==> src/shared/vout_ramp_consts.svh <==
// Offsets, field positions, reset values and timing figures of the output voltage control block
`ifndef VOUT_RAMP_CONSTS_SVH
`define VOUT_RAMP_CONSTS_SVH
`define OFS_OP_CTRL     8'h00
`define OFS_PWM_MODE    8'h04
`define OFS_VOUT_CMD    8'h08
`define OFS_SCALE_LOOP  8'h0c
`define OFS_RAMP_STEP   8'h10
`define OFS_TON_MAX     8'h14
`define OFS_BUSY_STAT   8'h18
`define OFS_VOUT_MAX    8'h1c
`define OFS_STATUS      8'h20
`define OFS_EA_REF      8'h24
`define BIT_OP_ON       0
`define BIT_SERVO_EN    6
`define BIT_BUSY_LO     5
`define BIT_BUSY_HI     6
`define MARGIN_NONE     2'h0
`define MARGIN_LOW      2'h1
`define MARGIN_HIGH     2'h2
`define RST_RAMP_STEP   16'h0010
`define RST_VOUT_CMD    16'h0d20
`define RATE_SKIP       16'hffff
`define FB_REF_CODE     16'h0540
`define CEIL_CODE       16'h2f1c
`define BASE_MAX_CODE   16'h3131
`define MAX_PER_SCALE   16'h0540
`define MARGIN_DIV      16'h0014
`define FAULT_DIV       16'h000a
`define RESP_OKAY       2'h0
`define RESP_SLVERR     2'h2
`define CLK_MHZ         250
`define RECAL_TIME_MS   500
`define STEP_TIME_US    100
`endif

==> src/shared/vout_ramp_pkg.sv <==
// Types shared by the output voltage control block
package vout_ramp_pkg;
  typedef enum logic [2:0] {RAIL_OFF, RAIL_RISE, RAIL_ON, RAIL_FALL} rail_state_t;
  typedef logic [15:0] vcode_t;
endpackage

==> src/vout_ramp_ctrl.sv <==
// Output voltage target, margining, servo and soft start/stop control with AXI4-Lite registers
// Functional notes
// - Resistor-set mode margins sit five percent below and above nominal.
// - Resistor-set fault limits: undervoltage ten percent below, overvoltage ten above.
// - Default warning limits are disabled; no warning is ever raised.
// - Margin requests from the operation register apply preset margin targets.
// - New scale factor triggers 500 ms of rail-off recalculation, busy shown.
// - Output-voltage writes are held off until recalculation finishes.
// - Maximum output is read-only: scale-derived and capped, the cap itself in resistor-set mode, or fixed base value.
// - With scale factor in use, ramp rate applies to the output itself.
// - Servo moves reference one 297.5 uV step per completed conversion.
// - Servo needs enable bit, soft-start done, no undervoltage, no overcurrent.
// - Servo engages after turn-on time limit; limit zero means engage immediately.
// - Run state precedes soft-start; run released after init and input good.
// - Soft-start ramps target digitally from zero to final value.
// - Target updates at most one step per 100 us.
// - Ramp skipped when transition rate holds the fastest setting.
// - Run low or command off starts soft-off ramp to zero.
// - Stage off at ramp end; any rail fault turns stage off at once.
`include "vout_ramp_consts.svh"
module vout_ramp_ctrl #(
  parameter int          RECAL_CYCLES = `RECAL_TIME_MS * `CLK_MHZ * 1000,
  parameter int          TICK_CYCLES  = `STEP_TIME_US * `CLK_MHZ,
  parameter bit          BASE_VARIANT = 1'b0
) (
  input  wire logic                  aclk,
  input  wire logic                  aresetn,
  input  wire logic                  ce,
  input  wire logic [7:0]            awaddr,
  input  wire logic                  awvalid,
  output logic                       awready,
  input  wire logic [31:0]           wdata,
  input  wire logic [3:0]            wstrb,
  input  wire logic                  wvalid,
  output logic                       wready,
  output logic [1:0]                 bresp,
  output logic                       bvalid,
  input  wire logic                  bready,
  input  wire logic [7:0]            araddr,
  input  wire logic                  arvalid,
  output logic                       arready,
  output logic [31:0]                rdata,
  output logic [1:0]                 rresp,
  output logic                       rvalid,
  input  wire logic                  rready,
  input  wire logic                  run_pin,
  input  wire logic                  init_done,
  input  wire logic                  vin_above_on,
  input  wire logic                  adc_valid,
  input  wire vout_ramp_pkg::vcode_t adc_code,
  input  wire logic                  oc_fault,
  input  wire logic                  rail_fault,
  output logic                       run_release,
  output logic                       stage_en,
  output vout_ramp_pkg::vcode_t      ea_ref,
  output logic                       uv_fault,
  output logic                       ov_fault,
  output logic                       servo_active
);
  import vout_ramp_pkg::*;

  function automatic vcode_t step_toward(input vcode_t cur, input vcode_t dst, input vcode_t stp);
    vcode_t gap;
    gap = (dst > cur) ? dst - cur : cur - dst;
    if (gap <= stp) step_toward = dst;
    else if (dst > cur) step_toward = cur + stp;
    else step_toward = cur - stp;
  endfunction

  rail_state_t state;
  logic [2:0]  op_ctrl;
  logic [7:0]  pwm_mode_config;
  vcode_t      vout_cmd;
  vcode_t      scale_loop;
  vcode_t      ramp_step;
  vcode_t      ton_max;
  vcode_t      ramp;
  vcode_t      ton_ticks;
  logic [31:0] busy_cnt;
  logic [31:0] tick_cnt;
  logic        aw_hold;
  logic        w_hold;
  logic [7:0]  wr_addr;
  logic [31:0] wr_data;
  logic        wstrb_ok;
  logic [3:0]  wr_strb;

  // Scale factor zero keeps the resistor-set mode unless BASE_VARIANT is set: ramp works on the feedback point
  wire         fb_mode   = (scale_loop == 16'h0000) && !BASE_VARIANT;
  wire vcode_t nominal   = fb_mode ? `FB_REF_CODE : vout_cmd;
  wire vcode_t margin_d  = nominal / `MARGIN_DIV;
  wire vcode_t fault_d   = nominal / `FAULT_DIV;
  wire [1:0]   margin    = op_ctrl[2:1];
  wire vcode_t setpoint  = (margin == `MARGIN_LOW)  ? nominal - margin_d :
                           (margin == `MARGIN_HIGH) ? nominal + margin_d : nominal;
  wire vcode_t uv_limit  = nominal - fault_d;
  wire vcode_t ov_limit  = nominal + fault_d;
  wire [31:0]  scale_max = 32'(scale_loop) * 32'(`MAX_PER_SCALE);
  wire vcode_t vout_max  = BASE_VARIANT ? `BASE_MAX_CODE :
                           (fb_mode || scale_max > 32'(`CEIL_CODE)) ? `CEIL_CODE : scale_max[15:0];
  wire         busy      = (busy_cnt != 32'h0);
  wire         tick      = (tick_cnt == 32'(TICK_CYCLES - 1));
  wire         want_on   = run_release && run_pin && op_ctrl[`BIT_OP_ON] && !busy;
  wire         skip_ramp = (ramp_step == `RATE_SKIP);
  wire         fault_now = rail_fault || uv_fault || ov_fault;
  wire         servo_ok  = pwm_mode_config[`BIT_SERVO_EN] && state == RAIL_ON && !uv_fault && !oc_fault;
  wire         ton_done  = (ton_max == 16'h0000) || (ton_ticks >= ton_max);
  wire         next_servo = servo_ok && ton_done;
  wire         vout_rel  = wr_addr == `OFS_VOUT_CMD || wr_addr == `OFS_SCALE_LOOP ||
                           wr_addr == `OFS_RAMP_STEP || wr_addr == `OFS_OP_CTRL;
  wire         do_wr     = aw_hold && w_hold && !bvalid && !(busy && vout_rel);
  wire         wr_map    = wr_addr == `OFS_OP_CTRL || wr_addr == `OFS_PWM_MODE || wr_addr == `OFS_VOUT_CMD ||
                           wr_addr == `OFS_SCALE_LOOP || wr_addr == `OFS_RAMP_STEP || wr_addr == `OFS_TON_MAX;
  wire         wr_scale  = do_wr && wr_addr == `OFS_SCALE_LOOP && wstrb_ok;
  assign wstrb_ok = wr_strb[0] && wr_strb[1];
  logic [31:0] rd_data;
  logic        rd_map;
  always_comb begin
    rd_map  = 1'b1;
    rd_data = 32'h0;
    unique case (araddr)
      `OFS_OP_CTRL:    rd_data = {29'h0, op_ctrl};
      `OFS_PWM_MODE:   rd_data = {24'h0, pwm_mode_config};
      `OFS_VOUT_CMD:   rd_data = {16'h0, vout_cmd};
      `OFS_SCALE_LOOP: rd_data = {16'h0, scale_loop};
      `OFS_RAMP_STEP:  rd_data = {16'h0, ramp_step};
      `OFS_TON_MAX:    rd_data = {16'h0, ton_max};
      `OFS_BUSY_STAT:  rd_data = {25'h0, busy, busy, 5'h0};
      `OFS_VOUT_MAX:   rd_data = {16'h0, vout_max};
      // Warning bits 7:6 stay zero: warning limits are disabled
      `OFS_STATUS:     rd_data = {16'h0, ramp[15:8], 2'b00, servo_active, ov_fault, uv_fault,
                                  stage_en, 2'(state)};
      `OFS_EA_REF:     rd_data = {16'h0, ea_ref};
      default:         rd_map  = 1'b0;
    endcase
  end

  // Write side: address and data are latched independently, committed together
  always_ff @(posedge aclk) begin
    if (!aresetn) begin
      awready <= 1'b1;
      wready  <= 1'b1;
      aw_hold <= 1'b0;
      w_hold  <= 1'b0;
      wr_addr <= 8'h0;
      wr_data <= 32'h0;
      wr_strb <= 4'h0;
      bvalid  <= 1'b0;
      bresp   <= `RESP_OKAY;
    end else if (ce) begin
      if (awvalid && awready) begin
        aw_hold <= 1'b1;
        awready <= 1'b0;
        wr_addr <= awaddr;
      end
      if (wvalid && wready) begin
        w_hold  <= 1'b1;
        wready  <= 1'b0;
        wr_data <= wdata;
        wr_strb <= wstrb;
      end
      if (do_wr) begin
        aw_hold <= 1'b0;
        w_hold  <= 1'b0;
        awready <= 1'b1;
        wready  <= 1'b1;
        bvalid  <= 1'b1;
        bresp   <= wr_map ? `RESP_OKAY : `RESP_SLVERR;
      end else if (bvalid && bready) begin
        bvalid <= 1'b0;
      end
    end
  end

  always_ff @(posedge aclk) begin
    if (!aresetn) begin
      op_ctrl         <= 3'h0;
      pwm_mode_config <= 8'h00;
      vout_cmd        <= `RST_VOUT_CMD;
      scale_loop      <= 16'h0000;
      ramp_step       <= `RST_RAMP_STEP;
      ton_max         <= 16'h0000;
    end else if (ce && do_wr) begin
      if (wr_strb[0] && wr_addr == `OFS_OP_CTRL) op_ctrl <= wr_data[2:0];
      if (wr_strb[0] && wr_addr == `OFS_PWM_MODE) pwm_mode_config <= wr_data[7:0];
      if (wstrb_ok && wr_addr == `OFS_VOUT_CMD) vout_cmd <= wr_data[15:0];
      if (wr_scale) scale_loop <= wr_data[15:0];
      if (wstrb_ok && wr_addr == `OFS_RAMP_STEP) ramp_step <= wr_data[15:0];
      if (wstrb_ok && wr_addr == `OFS_TON_MAX) ton_max <= wr_data[15:0];
    end
  end

  always_ff @(posedge aclk) begin
    if (!aresetn) begin
      arready <= 1'b1;
      rvalid  <= 1'b0;
      rdata   <= 32'h0;
      rresp   <= `RESP_OKAY;
    end else if (ce) begin
      if (arvalid && arready) begin
        arready <= 1'b0;
        rvalid  <= 1'b1;
        rdata   <= rd_data;
        rresp   <= rd_map ? `RESP_OKAY : `RESP_SLVERR;
      end else if (rvalid && rready) begin
        rvalid  <= 1'b0;
        arready <= 1'b1;
      end
    end
  end

  // Recalculation only advances with the rail off, so a running rail stretches busy
  always_ff @(posedge aclk) begin
    if (!aresetn) busy_cnt <= 32'h0;
    else if (ce) begin
      if (wr_scale) busy_cnt <= 32'(RECAL_CYCLES);
      else if (busy && state == RAIL_OFF) busy_cnt <= busy_cnt - 32'h1;
    end
  end

  always_ff @(posedge aclk) begin
    if (!aresetn) tick_cnt <= 32'h0;
    else if (ce) tick_cnt <= tick ? 32'h0 : tick_cnt + 32'h1;
  end

  always_ff @(posedge aclk) begin
    if (!aresetn) run_release <= 1'b0;
    else if (ce) run_release <= init_done && vin_above_on;
  end

  // Rail sequencing; faults bypass the soft-off ramp
  always_ff @(posedge aclk) begin
    if (!aresetn) begin
      state     <= RAIL_OFF;
      stage_en  <= 1'b0;
      ramp      <= 16'h0000;
      ton_ticks <= 16'h0000;
    end else if (ce) begin
      if (tick && state != RAIL_OFF && ton_ticks != 16'hffff) ton_ticks <= ton_ticks + 16'h1;
      unique case (state)
        RAIL_OFF: if (want_on && !fault_now) begin
          state     <= RAIL_RISE;
          stage_en  <= 1'b1;
          ton_ticks <= 16'h0000;
          ramp      <= 16'h0000;
        end
        RAIL_RISE: begin
          if (skip_ramp) ramp <= setpoint;
          else if (tick) ramp <= step_toward(ramp, setpoint, ramp_step);
          if (ramp == setpoint) state <= RAIL_ON;
        end
        RAIL_ON: if (tick || skip_ramp) ramp <= skip_ramp ? setpoint : step_toward(ramp, setpoint, ramp_step);
        RAIL_FALL: begin
          if (skip_ramp) ramp <= 16'h0000;
          else if (tick) ramp <= step_toward(ramp, 16'h0000, ramp_step);
          if (ramp == 16'h0000) begin
            state    <= RAIL_OFF;
            stage_en <= 1'b0;
          end
        end
      endcase
      if ((state == RAIL_RISE || state == RAIL_ON) && !want_on) state <= RAIL_FALL;
      if (fault_now && state != RAIL_OFF) begin
        state    <= RAIL_OFF;
        stage_en <= 1'b0;
        ramp     <= 16'h0000;
      end
    end
  end

  always_ff @(posedge aclk) begin
    if (!aresetn) begin
      uv_fault <= 1'b0;
      ov_fault <= 1'b0;
    end else if (ce) begin
      if (state == RAIL_OFF && !op_ctrl[`BIT_OP_ON]) begin
        uv_fault <= 1'b0;
        ov_fault <= 1'b0;
      end
      if (adc_valid && state == RAIL_ON && adc_code < uv_limit) uv_fault <= 1'b1;
      if (adc_valid && state != RAIL_OFF && adc_code > ov_limit) ov_fault <= 1'b1;
    end
  end

  // One reference code is one 297.5 uV servo step
  always_ff @(posedge aclk) begin
    if (!aresetn) begin
      servo_active <= 1'b0;
      ea_ref       <= 16'h0000;
    end else if (ce) begin
      servo_active <= next_servo;
      if (servo_active && next_servo) begin
        if (adc_valid && adc_code < setpoint) ea_ref <= ea_ref + 16'h1;
        else if (adc_valid && adc_code > setpoint) ea_ref <= ea_ref - 16'h1;
      end else begin
        ea_ref <= ramp;
      end
    end
  end
endmodule

==> config.mk <==
export PLATFORM = sky130hd
export DESIGN_NAME = vout_ramp_ctrl
export DESIGN_NICKNAME = d
export VERILOG_FILES = /design/src/shared/vout_ramp_pkg.sv /design/src/vout_ramp_ctrl.sv
export VERILOG_INCLUDE_DIRS = /design/src /design/src/shared
export SDC_FILE = /design/constraint.sdc
export NUM_CORES = 1
export LEC_CHECK = 0
export ABC_AREA = 0
export BUFFER_PORTS_ARGS = -buffer_cell sky130_fd_sc_hd__clkbuf_2
export CORE_MARGIN = 2
export CORE_UTILIZATION = 30
export CTS_CLUSTER_SIZE = 24
export DETAILED_ROUTE_END_ITERATION = 12
export SLEW_MARGIN = 20
export SYNTH_ARGS = -nofsm -noshare
export SYNTH_HDL_FRONTEND = slang
export SYNTH_SLANG_ARGS = --single-unit
==> constraint.sdc <==
create_clock -name aclk -period 14.6 [get_ports aclk]
set_clock_uncertainty 0.15 [all_clocks]
set_input_delay 0.73 -clock aclk [delete_from_list [all_inputs] [get_ports aclk]]
set_output_delay 0.73 -clock aclk [all_outputs]
set_load 0.02 [all_outputs]
After elaboration in Yosys (flattened, before gate mapping)
Index checks and enable logic that the tools add are counted.
{"block": "op_classes", "n_mux": 59, "eq_ne": 32, "bitwise": 0, "n_lt_le_gt_ge": 10, "div": 2, "n_mul": 1, "n_reduce_logical": 101, "addsub": 14, "shift": 0}
{"op": "two-way mux 16 bit", "count": 24}
{"op": "one-hot mux 16 bit (10 select lines)", "count": 1}
{"op": "two-way mux 32 bit", "count": 3}
{"op": "subtractor 16 bit", "count": 5}
{"op": "one-hot mux 16 bit (4 select lines)", "count": 1}
{"op": "adder 16 bit", "count": 3}
{"op": "equality test 8 x 5 -> 1 bit, second input constant", "count": 6}
{"op": "greater-than comparator 16 bit", "count": 3}
{"op": "logical NOT 16 bit", "count": 3}
{"op": "logical AND 1 bit", "count": 40}
{"op": "AND reduction 2 bit", "count": 18}
{"op": "adder 16 x 1 -> 16 bit, second input constant", "count": 2}
{"op": "adder 32 x 1 -> 32 bit, second input constant", "count": 1}
{"op": "equality test 32 x 15 -> 1 bit, second input constant", "count": 1}
{"op": "equality test 8 x 4 -> 1 bit, second input constant", "count": 4}
{"op": "<= comparator 16 bit", "count": 2}
{"op": "less-than comparator 16 bit", "count": 2}
{"op": "nonzero test 32 bit", "count": 1}
{"op": "subtractor 32 x 1 -> 32 bit, second input constant", "count": 1}
{"op": "greater-than comparator 27 x 14 -> 1 bit, second input constant", "count": 1}
{"op": "multiplier 16 x 5 -> 21 bit, second input constant", "count": 1}
{"op": "two-way mux 1 bit", "count": 21}
{"op": "divider 16 x 4 -> 16 bit, second input constant", "count": 1}
{"op": "divider 16 x 5 -> 16 bit, second input constant", "count": 1}
{"op": "other kinds (34)", "count": 73}
{"block": "word_totals", "latchBits": 0, "mem_bits_ro": 0, "regBits": 264, "memories": 0, "ram_bits": 0, "input_bits": 82, "out_inout_bits": 62}

Logic depth before layout (Yosys ltp)
{"block": "depth", "word_depth": 14, "mapped_depth": 64, "mapped_depth_nobuf": 57}

Least setup slack after synthesis
OpenSTA, ideal clock, no wires.
{"block": "synth_timing", "kind": "reg2reg", "start": "register scale_loop[4]", "end": "register ea_ref[15]", "slack_ps": 3205, "n_path_buf": 2, "stages_incl_launch_ff": 54, "synth_period_minus_slack_ps": 11395, "setup_ps": 93, "arrival_ps": 11153, "path_cell_list": "dfxtp_1 nor4_2 and4_4 buf_6 nor2_2 clkinv_2 nand2_1 o31a_1 a32o_1 a31oi_1 a311oi_1 o32a_1 and2_4 buf_6 o32a_1 a221oi_2 a41o_2 nand2_1 (+18 left out) nand4_1 o311ai_0 ha_1 a21o_1 a21oi_1 o21bai_1 a21oi_1 o21bai_1 a21oi_1 o21bai_1 a21oi_1 o21bai_1 a21oi_1 o2111ai_1 a21oi_1 xor2_1 o22a_1 o32ai_1"}
{"block": "synth_between", "elab_chain_cells": 10, "word_cells_on_any_way": 15, "classes_between": "add/sub (2); div (1); order compare (2); eq/ne (1); mux (5); reduce/logical (4)"}
{"element": "start: declaration", "line_no": "vout_ramp_ctrl.sv:74", "source": "vcode_t scale_loop;"}
{"element": "start signal: assignment", "line_no": "vout_ramp_ctrl.sv:187", "source": "if (wr_scale) scale_loop <= wr_data[15:0];"}
{"element": "logical NOT 16 bit (*)", "line_no": "vout_ramp_ctrl.sv:89", "source": "wire fb_mode = (scale_loop == 16'h0000) && !BASE_VARIANT;"}
{"element": "two-way mux 16 bit (*)", "line_no": "vout_ramp_ctrl.sv:90", "source": "wire vcode_t nominal = fb_mode ? `FB_REF_CODE : vout_cmd;"}
{"element": "divider 16 x 5 -> 16 bit (no line)"}
{"element": "adder 16 bit", "line_no": "vout_ramp_ctrl.sv:95", "source": "(margin == `MARGIN_HIGH) ? nominal + margin_d : nominal;"}
{"element": "two-way mux 16 bit", "line_no": "vout_ramp_ctrl.sv:95"}
{"element": "two-way mux 16 bit (*)", "line_no": "vout_ramp_ctrl.sv:94", "source": "wire vcode_t setpoint = (margin == `MARGIN_LOW) ? nominal - margin_d :"}
{"element": "less-than comparator 16 bit or greater-than comparator 16 bit (tied branches)", "line_no": "vout_ramp_ctrl.sv:293, vout_ramp_ctrl.sv:294"}
{"element": "logical AND 1 bit, on equally long branches", "line_no": "vout_ramp_ctrl.sv:293, vout_ramp_ctrl.sv:294"}
{"element": "inequality test 3 x 1 -> 1 bit (no line) or two-way mux 16 bit (tied branches)"}
{"element": "AND reduction 2 bit (no line) or two-way mux 16 bit (tied branches)"}
{"element": "end signal: assignment", "line_no": "vout_ramp_ctrl.sv:293", "source": "if (adc_valid && adc_code < setpoint) ea_ref <= ea_ref + 16'h1;"}
{"element": "end signal: assignment", "line_no": "vout_ramp_ctrl.sv:294", "source": "else if (adc_valid && adc_code > setpoint) ea_ref <= ea_ref - 16'h1;"}
{"element": "end signal: assignment", "line_no": "vout_ramp_ctrl.sv:296", "source": "ea_ref <= ramp;"}
{"element": "end: declaration", "line_no": "vout_ramp_ctrl.sv:55", "source": "output vout_ramp_pkg::vcode_t ea_ref,"}
Mark *: on every way between the ends. The rest lies on a longest branch, timed or not.
A chain may end at the register's enable or synchronous reset.

Worst setup path in the final report
{"block": "layout_timing", "start": "register vout_cmd[14]", "end": "register ramp[12]"}
{"block": "layout_between", "elab_chain_cells": 13, "word_cells_on_any_way": 19, "classes_between": "add/sub (4); div (1); order compare (2); mux (12)"}
{"element": "start: declaration", "line_no": "vout_ramp_ctrl.sv:73", "source": "vcode_t vout_cmd;"}
{"element": "start signal: assignment", "line_no": "vout_ramp_ctrl.sv:179", "source": "vout_cmd <= `RST_VOUT_CMD;"}
{"element": "start signal: assignment", "line_no": "vout_ramp_ctrl.sv:186", "source": "if (wstrb_ok && wr_addr == `OFS_VOUT_CMD) vout_cmd <= wr_data[15:0];"}
{"element": "two-way mux 16 bit (*)", "line_no": "vout_ramp_ctrl.sv:90"}
{"element": "divider 16 x 5 -> 16 bit (no line)"}
{"element": "adder 16 bit", "line_no": "vout_ramp_ctrl.sv:95"}
{"element": "two-way mux 16 bit", "line_no": "vout_ramp_ctrl.sv:95"}
{"element": "two-way mux 16 bit (*)", "line_no": "vout_ramp_ctrl.sv:94"}
{"element": "subtractor 16 bit or greater-than comparator 16 bit (tied branches)", "line_no": "vout_ramp_ctrl.sv:64, vout_ramp_ctrl.sv:66"}
{"element": "two-way mux 16 bit", "line_no": "vout_ramp_ctrl.sv:64", "source": "gap = (dst > cur) ? dst - cur : cur - dst;"}
{"element": "<= comparator 16 bit", "line_no": "vout_ramp_ctrl.sv:65", "source": "if (gap <= stp) step_toward = dst;"}
{"element": "two-way mux 16 bit", "line_no": "vout_ramp_ctrl.sv:65"}
{"element": "two-way mux 16 bit, on equally long branches", "line_no": "vout_ramp_ctrl.sv:252, vout_ramp_ctrl.sv:249"}
{"element": "two-way mux 16 bit, on equally long branches", "line_no": "vout_ramp_ctrl.sv:252, vout_ramp_ctrl.sv:248"}
{"element": "one-hot mux 16 bit (4 select lines) (*)", "line_no": "vout_ramp_ctrl.sv:240", "source": "unique case (state)"}
{"element": "two-way mux 16 bit (*)", "line_no": "vout_ramp_ctrl.sv:263", "source": "if (fault_now && state != RAIL_OFF) begin"}
{"element": "end signal: assignment", "line_no": "vout_ramp_ctrl.sv:248", "source": "if (skip_ramp) ramp <= setpoint;"}
{"element": "end signal: assignment", "line_no": "vout_ramp_ctrl.sv:252", "source": "RAIL_ON: if (tick || skip_ramp) ramp <= skip_ramp ? setpoint : step_toward(ramp, setpoint, ramp_step);"}
{"element": "end signal: assignment", "line_no": "vout_ramp_ctrl.sv:255", "source": "else if (tick) ramp <= step_toward(ramp, 16'h0000, ramp_step);"}
{"element": "end: declaration", "line_no": "vout_ramp_ctrl.sv:77", "source": "vcode_t ramp;"}
Mark *: on every way between the ends. The rest lies on a longest branch, timed or not. The select of a mux whose other input is x is not followed.

==> run_results.csv <==
group,metric,value,unit
yosys,synth_commonest_cells,"nand2_1 (352), a21oi_1 (265), ha_1 (264), nor2_1 (262), inv_1 (252)",
placed_design,dpl.cell_count,3822,
sta,whs,0.2231,ns
power,p_leak,10.17,nW
clock_tree,clock_sinks,245,
placed_design,dpl_cell_area,23080,um2
clock_tree,clk_pin_slew,0.06,ns
detailed_routing,drc_errors,0,
layout,stdcell_area,24030,um2
clock_tree,clk_latency,0.59,ns
clock_tree,cts_hold_buf,0,
sta,fin_crit,13.42,ns
outcome,status,"complete, no violations",
placed_design,port_buffers,107,
floorplan,die_w,272.4,um
detailed_routing,ant_nets,0,
floorplan,boundaryPins,144,
detailed_routing,drt-total-wl,70.44,mm
layout,post-route-util,0.3367,
worst_setup_path,cp_data_required_time,14.97,ns
placed_design,hpwl,54.13,mm
sta,setup_viol,0,
layout,drive_gt1_frac,0.08316,
yosys,yosysWarnings,0,
floorplan,core,71360,um2
yosys,synth_edf_count,0,
sta,relSlewSlack,0.2228,
clock_tree,cts-root-buf,"clkbuf_16",
clock_tree,cts_resized,0,
yosys,synthTopCellsByArea,"dfxtp_1 (23%), ha_1 (15%), a21oi_1 (6.1%), nand2_1 (6.1%), nor2_1 (4.6%)",
layout,fillCellCount,7641,
clock_tree,cts_max_level,1,
global_route,grt_max_degree,92,
clock_tree,cts_buffers,29,
worst_setup_path,crit_path_end_kind,"flip-flop",
worst_setup_path,cp_max_fo,30,
power,ir_drop,99.51,uV
worst_setup_path,arrival,13.79,ns
yosys,yosysSeqAreaShare,0.2270,
layout,area_growth,11.19,%
layout,fin_nets,3269,
floorplan,fp-row-count,98,
detailed_routing,viasPerCell,5.258,
yosys,synth_cells,2842,
detailed_routing,vias,20380,
floorplan,start_util,0.3028,
sta,worst_pin_slew,1.155,ns
worst_setup_path,path_class,"reg -> reg",
flow_run,drv_cap,0,
worst_setup_path,cp_slowest_cell,"dfxtp_1",
yosys,synth_most_common_cell,"nand2_1",
min_path,hold_path_class,"in -> reg",
worst_setup_path,critical_path.max_stage_delay,0.77,ns
yosys,synthesis.area,21610,um2
detailed_routing,firstDrtPassIters,8,
sta,setup_tns,0,ns
yosys,synth_flop_cell,"dfxtp_1",
clock_tree,clk_path_buf_depth,3,
sta,fmax,0.07452,GHz
global_route,grt.total_usage,0.1837,
global_route,grt_overflow,0,
clock_tree,cts_tree,"built",
yosys,yosysUniqueCellTypes,103,
yosys,synth_top_area_frac,0.2270,
sta,fin_crit_sh,0.9191,
clock_tree,post_cts_buffers,0,
sta,slew_viol_final,0,
placed_design,place_congestion,0.9033,
layout,layout.cells.non_filler,3875,
detailed_routing,first_iter_violations,1630,
worst_setup_path,start_kind,"flip-flop",
global_route,antenna_found_initial,2,
yosys,synth.ff_latch_count,245,
yosys,avgSynthCellArea,7.603,um2
yosys,synth_top_cell_by_area,"dfxtp_1",
global_route,grt_pass1_vias,18610,
sta,hold_viol_final,0,
global_route,grt_pass1_wl,108.1,mm
floorplan,die_area,74190,um2
power,power_density,75.58,nW/um2
detailed_routing,avgRoutedWirePerCell,18.18,um
floorplan,die_h,272.4,um
sta,rsz0062_at_grt,"no",
yosys,ys_async_sr_fraction,0,
## cell type report
type	count	area [um2]	area share
Inverter	255	960.9	0.04000
Sequential cell	245	4906	0.2042
Timing Repair Buffer	138	768.2	0.03198
Tap cell	950	1189	0.04947
Clock inverter	5	47.55	0.001979
Antenna cell	3	7.507	0.0003125
Multi-Input combinational cell	2234	15270	0.6356
Clock buffer	45	875.8	0.03645
## report_power, final
group	switching (mW)	internal [mW]
clock network	0.308	0.411
logic	0.208	0.130
registers	0.0458	0.713
## through the flow
stage | setup WS (ns) | power [mW]
global placement | 1.393 | 1.103
CTS | 1.234 | 1.826
floorplan | 3.205 | 1.018
global route | 0.09000 | 1.907
detailed placement | 1.279 | 1.107
finish | 1.181 | 1.816
## logic make-up after synthesis
family	count (synthesis)	synth area share
AO/OA/AOI/OAI	754	0.2278
multiplexers	75	0.03497
flip-flops	245	0.2270
XOR/XNOR	158	0.06404
adder cells (fa/ha/maj)	284	0.1714
other	1	0.0001735
buffers and inverters	380	0.07186
AND/OR/NAND/NOR	945	0.2028
## routing by layer
layer / wire, um / track usage
met2: 29050 / 0.2722
met5: 8 / 0
met1: 33370 / 0.2668
met3: 5805 / 0.03288
met4: 2198 / 0.05784
## cells in the final DEF, fill, tap and decap left out, drive strengths merged, types with 31 or more instances in the layout
master	n
xor2	67
ha	264
nor4	34
nand2b	35
nand4	38
a21o	58
buf	31
xnor2	91
nor2	266
o21bai	45
clkbuf	152
nand2	354
nand3	61
inv	256
a21oi	265
o21ai	135
mux2i	71
dfxtp	245
## final timing paths
| kind | endpoint | startpoint | cells past startpoint | slack [ns] |
|---|---|---|---|---|
| max | ramp[12] | vout_cmd[14] | 50 | 1.18 |
| min | wr_data[10] | wdata[10] | 3 | 0.22 |
| max reg2reg | ramp[12] | vout_cmd[14] | 50 | 1.18 |
| min reg2reg | busy_cnt[13] | busy_cnt[13] | 2 | 0.30 |
## worst max-delay path: cells and delay by family, from the launching register on
kind                       cells  cell delay (ns)
adders and majority gates      4             1.17
AOI/OAI and AO/OA             25             6.22
DFF                            1             0.77
xor gates and xnor gates       3             0.62
and+or+nand+nor               17             4.27
buffers and inverters          1             0.14
## registers in the layout, summed over array words and instances (netlist names), 3 cells and up
name             cells
ea_ref              16
busy_cnt            32
vout_cmd            16
ton_ticks           16
wr_addr              8
wr_data             16
pwm_mode_config      8
ton_max             16
rdata               16
tick_cnt            32
op_ctrl              3
ramp_step           16
scale_loop          16
ramp                16
Power figures use the tool's default switching activity.
